<file path="config.mk">
export PLATFORM = sky130hd
export DESIGN_NAME = pwl_top
export DESIGN_NICKNAME = d
export VERILOG_FILES = /design/src/pwl_pkg.sv /design/src/pwl_osc_tick.sv /design/src/pwl_top.sv
export VERILOG_INCLUDE_DIRS = /design/src
export SDC_FILE = /design/constraint.sdc
export NUM_CORES = 1
export LEC_CHECK = 0
export ABC_CLOCK_PERIOD_IN_PS = 3350
export BUFFER_PORTS_ARGS = -buffer_cell sky130_fd_sc_hd__buf_2
export CORE_ASPECT_RATIO = 0.75
export CORE_UTILIZATION = 47
export DETAILED_ROUTE_END_ITERATION = 10
export PLACE_DENSITY_LB_ADDON = 0.12
export SLEW_MARGIN = 15
export SYNTH_ARGS = -nofsm -noshare
export SYNTH_HDL_FRONTEND = slang
export SYNTH_HIERARCHICAL = 1
export SYNTH_SLANG_ARGS = --single-unit
</file>
<file path="constraint.sdc">
create_clock -name i_clk -period 3.35 [get_ports i_clk]
set_clock_uncertainty 0.1 [all_clocks]
set_input_delay 0.67 -clock i_clk [delete_from_list [all_inputs] [get_ports i_clk]]
set_output_delay 0.67 -clock i_clk [all_outputs]
set_load 0.02 [all_outputs]
</file>
<file path="src/pwl_defs.svh">
`ifndef PWL_DEFS_SVH
`define PWL_DEFS_SVH
// Register indexes; byte address = 4 * index
`define PWL_IDX_LV_CTRL      10'h2f1
`define PWL_IDX_WAKE_CTRL    10'h2f2
`define PWL_IDX_WAKE_TRIM    10'h2f3
`define PWL_IDX_RATE_HI      10'h2f4
`define PWL_IDX_RATE_LO      10'h2f5
`define PWL_IDX_RAW_STATUS   10'h2f8
// Field positions
`define PWL_LV_STATUS_BIT    2
`define PWL_LV_IRQEN_BIT     1
`define PWL_LV_FLAG_BIT      0
`define PWL_CLKSEL_BIT       7
`define PWL_WAVE_BIT         4
`define PWL_PINEN_BIT        3
`define PWL_FEAT_BIT         2
`define PWL_WIRQEN_BIT       1
`define PWL_WFLAG_BIT        0
`define PWL_TRIM_LSB         2
// Reset values
`define PWL_CTRL_RST         8'h00
`define PWL_RATE_RST         16'h0000
// Timing: oscillator tick 0.1 ms, expressed in ns
`define PWL_OSC_TICK_NS      100000
`define PWL_CLK_NS           100
`define PWL_NOMINAL_TICK     (`PWL_OSC_TICK_NS / `PWL_CLK_NS)
`endif

</file>
<file path="src/pwl_pkg.sv">
package pwl_pkg;
  typedef struct packed {
    logic       clk_sel;
    logic       wave_sel;
    logic       pin_en;
    logic       feat_en;
    logic       irq_en;
  } pwl_wake_cfg_t;
  typedef struct packed {
    logic       lv_irq;
    logic       wake_irq;
    logic       wake_pin;
    logic       wake_pin_oe;
  } pwl_out_t;
endpackage

</file>
<file path="src/pwl_osc_tick.sv">
`timescale 1ns/1ns
`include "pwl_defs.svh"
// Slow oscillator model: a tick every 0.1 ms, trimmed by the 6-bit trim value
module pwl_osc_tick #(
  parameter int NOMINAL = `PWL_NOMINAL_TICK
) (
  input  wire logic       i_clk,
  input  wire logic       i_rst_n,
  input  wire logic       i_run,
  input  wire logic [5:0] i_trim,
  output logic            o_tick
);
  localparam int CW = 16;
  // A 16-bit counter must hold the lengthened tick, and the trim step must not vanish
  if (NOMINAL < 64 || NOMINAL > 43000) begin : g_bad_nominal
    $error("NOMINAL out of range");
  end
  logic [CW-1:0] cnt_r;
  logic [CW-1:0] cnt_nxt;
  logic          tick_r;
  logic          tick_nxt;
  logic [CW-1:0] limit;
  // Top bit lengthens; lower bits shorten with halving weight
  function automatic logic [CW-1:0] trim_len(input logic [5:0] t);
    logic [CW-1:0] base;
    logic [CW-1:0] step;
    base = CW'(NOMINAL);
    step = base >> 6;
    // Coarse steps, so that even a short tick shows every trim bit
    trim_len = base + (t[5] ? (step << 5) : '0) - ({11'h000, t[4:0]} * step);
  endfunction
  always_comb begin
    limit    = trim_len(i_trim);
    cnt_nxt  = cnt_r;
    tick_nxt = 1'b0;
    if (!i_run) begin
      cnt_nxt = '0;
    end else if (cnt_r >= limit - 16'h0001) begin
      cnt_nxt  = '0;
      tick_nxt = 1'b1;
    end else begin
      cnt_nxt = cnt_r + 16'h0001;
    end
  end
  always_ff @(posedge i_clk or negedge i_rst_n) begin
    if (!i_rst_n) begin
      cnt_r  <= '0;
      tick_r <= 1'b0;
    end else begin
      cnt_r  <= cnt_nxt;
      tick_r <= tick_nxt;
    end
  end
  assign o_tick = tick_r;
endmodule // pwl_osc_tick

</file>
<file path="src/pwl_top.sv">
// What this block does
// - Low-voltage status at bit 2 is read-only; writes ignored.
// - Status reads 1 only when below assert level in full performance mode.
// - Low-voltage irq when change flag set and enable bit 1 high.
// - Change flag bit 0 sets on status change; write 1 clears.
// - Reduced power entry sets the change flag if status was 1.
// - Bit 7 selects timer clock: 0 slow oscillator, 1 bus clock.
// - Clock select writable only while feature enable is 0 before write and the write leaves it 0.
// - Bit 4: 1 gives clock of twice period, 0 gives short pulse.
// - Pin driven only when pin enable bit 3 and feature enable set.
// - Feature enable bit 2 starts timer; clearing stops it.
// - Wake irq when timeout flag set and enable bit 1 high.
// - Timeout flag bit 0 sets each elapsed period.
// - Write 1 clears timeout flag; clearing wins over a coincident set.
// - Six-bit trim held in bits 7 to 2; low bits read zero.
// - Trim: top bit lengthens, lower bits shorten with decreasing weight.
// - Trim resets to zero or to an external factory value.
// - Period is 2*(rate+1) ticks of 0.1 ms or bus clock.
// - Rate value writable only while feature enable is 0.
// - Detection works in full performance mode only.
`timescale 1ns/1ns
`include "pwl_defs.svh"
module pwl_top
  import pwl_pkg::*;
#(
  parameter int OSC_TICK = `PWL_NOMINAL_TICK
) (
  input  wire logic       i_clk,
  input  wire logic       i_rstn,
  input  wire logic [11:0] i_address,
  input  wire logic       i_read,
  input  wire logic       i_write,
  input  wire logic [31:0] i_writedata,
  input  wire logic [3:0] i_byteenable,
  output logic [31:0]     o_readdata,
  output logic            o_waitrequest,
  input  wire logic       i_lowvolt_below,
  input  wire logic       i_reduced_power_mode,
  input  wire logic       i_trim_preset_valid,
  input  wire logic [5:0] i_trim_preset,
  output logic            o_lowvolt_irq,
  output logic            o_wake_irq,
  output logic            o_wake_pin,
  output logic            o_wake_pin_oe
);
  import pwl_pkg::*;
  // Tick counter is 16 bits wide; trim steps vanish below 64
  if (OSC_TICK < 64 || OSC_TICK > 43000) begin : g_bad_tick
    $error("OSC_TICK out of range");
  end
  // ----------------------------------------------------------------
  // Reset release and pin synchronisers
  // ----------------------------------------------------------------
  logic [1:0] rst_sync_r;
  logic       rst_n;
  always_ff @(posedge i_clk or negedge i_rstn) begin
    if (!i_rstn) begin
      rst_sync_r <= 2'h0;
    end else begin
      rst_sync_r <= {rst_sync_r[0], 1'b1};
    end
  end
  assign rst_n = rst_sync_r[1];
  logic [2:0] lv_sync_r;
  logic [2:0] rpm_sync_r;
  logic       lv_in_r;
  logic       lv_in_nxt;
  logic       rpm_r;
  logic       rpm_nxt;
  always_ff @(posedge i_clk or negedge rst_n) begin
    if (!rst_n) begin
      lv_sync_r  <= 3'h0;
      rpm_sync_r <= 3'h0;
    end else begin
      lv_sync_r  <= {lv_sync_r[1:0], i_lowvolt_below};
      rpm_sync_r <= {rpm_sync_r[1:0], i_reduced_power_mode};
    end
  end
  always_comb begin
    lv_in_nxt = (lv_sync_r[2] == lv_sync_r[1]) ? lv_sync_r[1] : lv_in_r;
    rpm_nxt   = (rpm_sync_r[2] == rpm_sync_r[1]) ? rpm_sync_r[1] : rpm_r;
  end
  // ----------------------------------------------------------------
  // Registers
  // ----------------------------------------------------------------
  logic          lv_stat_r, lv_stat_nxt;
  logic          lv_flag_r, lv_flag_nxt;
  logic          lv_ien_r, lv_ien_nxt;
  pwl_wake_cfg_t cfg_r, cfg_nxt;
  logic          w_flag_r, w_flag_nxt;
  logic [5:0]    trim_r, trim_nxt;
  logic [15:0]   rate_r, rate_nxt;
  logic          trim_load_r;
  logic [16:0]   per_cnt_r, per_cnt_nxt;
  logic          wave_r, wave_nxt;
  logic          pulse_r, pulse_nxt;
  logic          req_done_r, req_done_nxt;
  logic [31:0]   rdata_r, rdata_nxt;
  logic          waitreq_r, waitreq_nxt;
  pwl_out_t      out_r, out_nxt;
  logic          osc_tick;
  logic          tick;
  logic          timeout;
  logic [9:0]    idx;
  logic          wr, rd;
  logic [7:0]    wb;
  assign idx = i_address[11:2];
  // Writes commit on the edge that ends the wait state, as the master expects
  assign wr  = i_write && req_done_r;
  assign rd  = i_read && !req_done_r;
  assign wb  = i_byteenable[0] ? i_writedata[7:0] : 8'h00;
  pwl_osc_tick #(
    .NOMINAL (OSC_TICK)
  ) u_osc (
    .i_clk   (i_clk),
    .i_rst_n (rst_n),
    .i_run   (cfg_r.feat_en && !cfg_r.clk_sel),
    .i_trim  (trim_r),
    .o_tick  (osc_tick)
  );
  assign tick    = cfg_r.clk_sel ? 1'b1 : osc_tick;
  assign timeout = cfg_r.feat_en && tick && (per_cnt_r == {rate_r, 1'b1});
  always_comb begin
    lv_stat_nxt  = lv_in_nxt && !rpm_nxt;
    lv_flag_nxt  = lv_flag_r;
    if (wr && idx == `PWL_IDX_LV_CTRL && wb[`PWL_LV_FLAG_BIT]) begin
      lv_flag_nxt = 1'b0;
    end
    if (lv_stat_nxt != lv_stat_r) begin
      lv_flag_nxt = 1'b1;
    end
    lv_ien_nxt = lv_ien_r;
    cfg_nxt    = cfg_r;
    w_flag_nxt = w_flag_r;
    trim_nxt   = trim_r;
    rate_nxt   = rate_r;
    if (!trim_load_r && i_trim_preset_valid) begin
      trim_nxt = i_trim_preset;
    end
    if (timeout) begin
      w_flag_nxt = 1'b1;
    end
    if (wr && i_byteenable[0]) begin
      if (idx == `PWL_IDX_LV_CTRL) begin
        lv_ien_nxt = wb[`PWL_LV_IRQEN_BIT];
      end else if (idx == `PWL_IDX_WAKE_CTRL) begin
        if (!cfg_r.feat_en && !wb[`PWL_FEAT_BIT]) begin
          cfg_nxt.clk_sel = wb[`PWL_CLKSEL_BIT];
        end
        cfg_nxt.wave_sel = wb[`PWL_WAVE_BIT];
        cfg_nxt.pin_en   = wb[`PWL_PINEN_BIT];
        cfg_nxt.feat_en  = wb[`PWL_FEAT_BIT];
        cfg_nxt.irq_en   = wb[`PWL_WIRQEN_BIT];
        if (wb[`PWL_WFLAG_BIT]) begin
          w_flag_nxt = 1'b0;
        end
      end else if (idx == `PWL_IDX_WAKE_TRIM) begin
        trim_nxt = wb[7:`PWL_TRIM_LSB];
      end else if (idx == `PWL_IDX_RATE_HI && !cfg_r.feat_en) begin
        rate_nxt[15:8] = wb;
      end else if (idx == `PWL_IDX_RATE_LO && !cfg_r.feat_en) begin
        rate_nxt[7:0] = wb;
      end
    end
  end
  // ----------------------------------------------------------------
  // Period counter and pin waveform
  // ----------------------------------------------------------------
  always_comb begin
    per_cnt_nxt = per_cnt_r;
    wave_nxt    = wave_r;
    pulse_nxt   = pulse_r;
    if (!cfg_r.feat_en) begin
      per_cnt_nxt = 17'h00000;
      wave_nxt    = 1'b0;
      pulse_nxt   = 1'b0;
    end else if (tick) begin
      pulse_nxt = 1'b0;
      if (timeout) begin
        per_cnt_nxt = 17'h00000;
        wave_nxt    = !wave_r;
        pulse_nxt   = 1'b1; // lasts one tick, half the minimum period
      end else begin
        per_cnt_nxt = per_cnt_r + 17'h00001;
      end
    end
    out_nxt.lv_irq      = lv_flag_nxt && lv_ien_nxt;
    out_nxt.wake_irq    = w_flag_nxt && cfg_nxt.irq_en;
    out_nxt.wake_pin_oe = cfg_nxt.pin_en && cfg_nxt.feat_en;
    out_nxt.wake_pin    = out_nxt.wake_pin_oe &&
                          (cfg_nxt.wave_sel ? wave_nxt : pulse_nxt);
  end
  // ----------------------------------------------------------------
  // Bus answer: one wait cycle, then done
  // ----------------------------------------------------------------
  always_comb begin
    req_done_nxt = (i_read || i_write) && !req_done_r;
    waitreq_nxt  = !req_done_nxt;
    rdata_nxt    = 32'h00000000;
    if (rd) begin
      if (idx == `PWL_IDX_LV_CTRL) begin
        rdata_nxt[7:0] = {5'h00, lv_stat_r, lv_ien_r, lv_flag_r};
      end else if (idx == `PWL_IDX_WAKE_CTRL) begin
        rdata_nxt[7:0] = {cfg_r.clk_sel, 2'h0, cfg_r.wave_sel, cfg_r.pin_en,
                          cfg_r.feat_en, cfg_r.irq_en, w_flag_r};
      end else if (idx == `PWL_IDX_WAKE_TRIM) begin
        rdata_nxt[7:0] = {trim_r, 2'h0};
      end else if (idx == `PWL_IDX_RATE_HI) begin
        rdata_nxt[7:0] = rate_r[15:8];
      end else if (idx == `PWL_IDX_RATE_LO) begin
        rdata_nxt[7:0] = rate_r[7:0];
      end else if (idx == `PWL_IDX_RAW_STATUS) begin
        rdata_nxt[7:0] = {6'h00, rpm_r, lv_in_r};
      end
    end else if (req_done_r) begin
      rdata_nxt = rdata_r;
    end
  end
  always_ff @(posedge i_clk or negedge rst_n) begin
    if (!rst_n) begin
      lv_in_r     <= 1'b0;
      rpm_r       <= 1'b0;
      lv_stat_r   <= 1'b0;
      lv_flag_r   <= 1'b0;
      lv_ien_r    <= 1'b0;
      cfg_r       <= '0;
      w_flag_r    <= 1'b0;
      trim_r      <= 6'h00;
      trim_load_r <= 1'b0;
      rate_r      <= `PWL_RATE_RST;
      per_cnt_r   <= 17'h00000;
      wave_r      <= 1'b0;
      pulse_r     <= 1'b0;
      req_done_r  <= 1'b0;
      waitreq_r   <= 1'b1;
      rdata_r     <= 32'h00000000;
      out_r       <= '0;
    end else begin
      lv_in_r     <= lv_in_nxt;
      rpm_r       <= rpm_nxt;
      lv_stat_r   <= lv_stat_nxt;
      lv_flag_r   <= lv_flag_nxt;
      lv_ien_r    <= lv_ien_nxt;
      cfg_r       <= cfg_nxt;
      w_flag_r    <= w_flag_nxt;
      trim_r      <= trim_nxt;
      trim_load_r <= 1'b1;
      rate_r      <= rate_nxt;
      per_cnt_r   <= per_cnt_nxt;
      wave_r      <= wave_nxt;
      pulse_r     <= pulse_nxt;
      req_done_r  <= req_done_nxt;
      waitreq_r   <= waitreq_nxt;
      rdata_r     <= rdata_nxt;
      out_r       <= out_nxt;
    end
  end
  assign o_readdata    = rdata_r;
  assign o_waitrequest = waitreq_r;
  assign o_lowvolt_irq = out_r.lv_irq;
  assign o_wake_irq    = out_r.wake_irq;
  assign o_wake_pin    = out_r.wake_pin;
  assign o_wake_pin_oe = out_r.wake_pin_oe;
endmodule // pwl_top

</file>
Yosys cells after proc, flatten, opt, wreduce, memory -nomap -nowiden
Index checks and enable logic that the tools add are counted.
W data, S select, Z words.
Operators by class
  order comparisons: 1
  multiplexer cells: 45
  equality and inequality tests: 12
  multiply operators: 1
  bitwise logic cells: 4
  reduce and logical (&&, ||, !) cells: 30
  add/sub/neg operators: 5
Operators with widths (number)
  $eq A10 B10 Y1 const B: 6
  $mux W8: 7
  $mux W17: 3
  $mux W16: 2
  $mux W32: 1
  $mux W6: 5
  $mux W24: 1
  $mux W1: 21
  $logic_and A1 B1 Y1: 18
  $add A17 B1 Y17 const B: 1
  $eq A17 B17 Y1: 1
  $add A10 B16 Y16 const A: 1
  $add A16 B1 Y16 const B: 1
  $ge A16 B16 Y1: 1
  $sub A16 B1 Y16 const B: 1
  $sub A16 B9 Y16: 1
  $mux W4: 3
  $mul A5 B4 Y9 const B: 1
  $mux W9: 1
  $logic_not A1 Y1: 8
  $reduce_and A6 Y1: 1
  $reduce_and A5 Y1: 1
  $ne A2 B1 Y1 const B: 2
  $not A1 Y1: 4
  other kinds (5): 6
Storage, ports and cells
  flip-flop bits (word level): 116
  output and inout port bits: 37
  logic and storage cells: 128
  input bits: 61

Logic depth before layout (Yosys ltp)
  word-level depth: 9
  depth in mapped cells: 23
  gate-level depth less buffers: 22

By module
The synthesis kept the hierarchy.
By module, submodules not included
  pwl_top: area an instance 4016.4 um^2, seq. area each 1878.1 um^2, instances 1, cells an instance 404
  pwl_osc_tick: area an instance 2170.8 um^2, seq. area each 425.4 um^2, instances 1, cells an instance 243

Least setup slack after synthesis
Ideal clock, no wire load.
  kind: reg-to-reg
  start point: reg trim_r[1]
  end point: reg u_osc.cnt_r[5]
  arrival time: 4922 ps
  path slack: -1766 ps
  cell stages (with the launch flop): 22
  buffers on the path: 1
  setup time: 94 ps
  required time: 3156 ps
  period minus slack after synthesis: 5116 ps
  cells stage by stage: dfrtp_1 > inv_1 > fa_1 > inv_1 > fa_1 > fa_1 > inv_1 > ha_1 > nand3_1 > nor2_1 > o2111a_1 > a311oi_1 > and2_1 > nand2_1 > ha_1 > a21o_1 > a21o_1 > a21oi_1 > o21a_1 > nand2_1 > clkbuf_1 > a211oi_1
Between the ends
  cells in the longest elaborated chain, start to end: 6
RTL lines
  start: declaration: RTL line pwl_top.sv:91  | logic [5:0] trim_r, trim_nxt;
  start signal: assignment: RTL line pwl_top.sv:246  | trim_r <= trim_nxt;
  $mul A5 B4 Y9: RTL line pwl_osc_tick.sv:30  | trim_len = base + (t[5] ? (step << 5) : '0) - ({11'h000, t[4:0]} * step);
  $sub A16 B9 Y16: RTL line pwl_osc_tick.sv:30
  $sub A16 B1 Y16: RTL line pwl_osc_tick.sv:38  | end else if (cnt_r >= limit - 16'h0001) begin
  $ge A16 B16 Y1: RTL line pwl_osc_tick.sv:38
  $mux W16: RTL line pwl_osc_tick.sv:38
  $mux W16: RTL line pwl_osc_tick.sv:36  | if (!i_run) begin
  net u_osc.cnt_nxt[5]: RTL line pwl_osc_tick.sv:19  | logic [CW-1:0] cnt_nxt;
  end signal: assignment: RTL line pwl_osc_tick.sv:50  | cnt_r <= cnt_nxt;
  end: declaration: RTL line pwl_osc_tick.sv:18  | logic [CW-1:0] cnt_r;
The timed path passes the listed nets, and every way through them passes these cells.
A chain may end at the register's enable or synchronous reset.

Worst setup path after layout
  start point: reg trim_r[2]
  end point: reg u_osc.cnt_r[12]
The elaborated chain is that of the path after synthesis.

==> flow_metrics.tcl <==
set metrics [dict create \
    layout-drive-gt1-share_pct 29.7 \
    design_area_sq_mm 0.00759 \
    drt_iter0_drc 326 \
    clock_path_buffers 2 \
    path_class "reg -> reg" \
    final-seq-area_sq_mm 0.00231 \
    n_fill_cell 1053 \
    ys_types 75 \
    ant_nets 0 \
    tritoncts "done" \
    fin_crit_ps 4920 \
    violations "negative setup slack" \
    antenna_found_initial 0 \
    startpoint_type "register" \
    core_sq_mm 0.0126 \
    yosys_warnings 6 \
    clock-sinks 92 \
    final_cell_mix "90 x dfrtp_1, 70 x buf_4, 58 x nand2_1" \
    synth_area_per_cell_sq_um 9.56 \
    syn_to_final_growth_pct 22.7 \
    die-area_sq_mm 0.0136 \
    cp.arrival_ps 5070 \
    grt_start_max_net_pins 59 \
    hp-start "rpm_sync_r[0]" \
    grt_pass1_wl_mm 25.4 \
    syn_area_sq_mm 0.00619 \
    cap_viol_max_count 0 \
    htreeDepth 3 \
    io_pins 98 \
    period_share_pct 147 \
    drc 0 \
    via_per_inst 5.60 \
    min_to "rpm_sync_r[1]" \
    stdcell_count 931 \
    die_h_um 101 \
    hpwl_mm 11.5 \
    rsz0062_at_grt "yes" \
    worst_slew_pin_slew_ps 1060 \
    cts_made_buffers 9 \
    wl_mm 15.1 \
    ys_ff_latch 92 \
    drv_slew 0 \
    grt_pass1_vias 5010 \
    wl_per_cell_um 16.3 \
    worstReg2RegEnd "u_osc/cnt_r[12]" \
    hold_violations 0 \
    place_area_sq_mm 0.00711 \
    synth_edf_count 0 \
    cellPowerDensity_mw_per_mm2 872 \
    grt_use_total_pct 23.8 \
    status "finished with violations" \
    final_common_cell "dfrtp_1" \
    finalNetCount 870 \
    netlist_top_cells_area "dfrtp_1 37%, ha_1 8.5%, mux2_2 4.2%, xnor2_1 4.1%, nand2_1 3.6%" \
    whs_path_depth 0 \
    worstReg2RegStart "trim_r[2]" \
    diodes 0 \
    peakVddDrop_v 0.000689 \
    initial_core_util_pct 49.2 \
    grt_overflow 0 \
    seq_area_frac_synth_pct 37.2 \
    dp_cells 904 \
    min_path_type "reg -> reg" \
    die_x_um 134 \
    gp_congestion 0.892 \
    synthFlopType "dfrtp_1" \
    drt_pass1_iterations 7 \
    multi_input_area_sq_mm 0.00379 \
    worst_slack_ps -1570 \
    reg2reg_depth 20 \
    root_buffer "clkbuf_16" \
    cts.reportedPaths.clkPinSlew_ps 70 \
    r2r_slack_ps -1570 \
    crit_start "trim_r[2]" \
    clock_latency_ps 340 \
    vias 5209 \
    io_buffers 44 \
    fmaxAchievable_mhz 203 \
    async_flop_share_pct 100 \
    tns_ps -26080 \
    worstPathRequired_ps 3510 \
    final-setup-viol-count 17 \
    netlist_instances 647 \
    critPathMaxFanout 8 \
    num_rows 35 \
    end_kind "register" \
    synth_top_area_share_pct 36.8 \
    cellLeakagePower_nw 3.65 \
    synth_area_leader_cell "dfrtp_1" \
    slew_headroom_pct 28.8 \
]
what timing repair did:
item	CTS	global route
buffers inserted	5	5
hold buffers	1	0
endpoints found under the setup margin	17	17
gates cloned	0	0
pin swaps	7	8
hold endpoints to repair	2	0
gates resized for setup	10	16
Yosys cell counts (7+ instances only):
cell type  instances
a211oi_1          16
a21oi_1           25
and2_1             7
and3_1            14
buf_4             25
clkbuf_1          13
dfrtp_1           91
fa_1               7
ha_1              42
inv_1             46
mux2_2            23
mux2i_1            8
nand2_1           60
nand2b_1           7
nand3_1           17
nand4_1            8
nor2_1            38
nor2b_1            7
nor3_1            15
o21ai_0           25
o22ai_1            8
xnor2_1           29
xor2_1            16
logic make-up (layout without fill, tap and decap cells):
| logic type | Yosys count | after routing | share of synthesized area [%] |
|---|---|---|---|
| XOR/XNOR | 45 | 45 | 6.37 |
| multiplexers | 31 | 31 | 5.48 |
| AO/OA/AOI/OAI | 121 | 121 | 13.4 |
| flip-flops | 92 | 92 | 37.2 |
| adder cells (fa/ha/maj) | 51 | 51 | 11.1 |
| other | 2 | 26 | 0.121 |
| buffers and inverters | 87 | 181 | 6.84 |
| AND/OR/NAND/NOR | 218 | 218 | 19.5 |
cell type report:
| type | count | area share (%) |
|---|---|---|
| Sequential cell | 92 | 30.4 |
| Timing Repair Buffer | 119 | 10.9 |
| Clock buffer | 9 | 2.97 |
| Tap cell | 166 | 2.74 |
| Clock inverter | 7 | 0.758 |
| Multi-Input combinational cell | 492 | 50.0 |
| Inverter | 46 | 2.31 |
worst max path at each step:
stage | end | depth (start not counted)
CTS | u_osc/cnt_r[12] | 20
finish | u_osc/cnt_r[12] | 20
global route | u_osc/cnt_r[10] | 20
detailed placement | u_osc/cnt_r[12] | 20
global placement | u_osc/cnt_r[14] | 20
floorplan | u_osc/cnt_r[5] | 20
report_power, final:
part           internal (mW)  switching, mW  total [mW]
registers               1.21          0.136        1.35
clock network          0.515          0.457       0.972
logic                   2.08           2.23        4.30
flip-flops by register name (all words and copies together) (netlist names), 2 cells and up:
register     flops
rpm_sync_r       3
rate_r          16
cfg_r            5
lv_sync_r        3
rst_sync_r       2
trim_r           6
o_readdata       8
u_osc/cnt_r     16
per_cnt_r       17
metal layers:
layer  wire length, um  track usage, %  up-vias  share of wire, %
li1                  -               -     2475                 -
met1              7640            36.1     2556                50
met2              6450            34.9      167                43
met3               959            4.85       11               6.3
met4                87            5.01        0              0.57
met5                 0               0        -                 0
critical path: stages, from the launching register on:
cell,delay (ps)
dfrtp_1,410
fa_1,540
inv_1,50
fa_1,440
fa_1,500
inv_2,50
ha_4,160
a21oi_2,150
o21bai_2,110
or3_4,420
a211oi_4,290
and2_4,210
nand2_4,70
ha_4,220
a21o_1,150
a21o_1,180
a21oi_2,130
o21a_1,190
nand2_4,120
buf_12,180
a211oi_4,150
metrics by stage:
stage	hold slack, ps	setup slack, ps	power [mW]	utilization, %
after detailed placement	237	-1580	5.14	56.6
after global placement	232	-1470	5.04	56.6
after global routing	262	-1770	7.12	60.4
final	252	-1570	6.62	60.4
after CTS	253	-1550	6.31	59.5
after floorplan	231	-1320	3.83	-
Note: power is estimated with default switching activity, not from simulation.
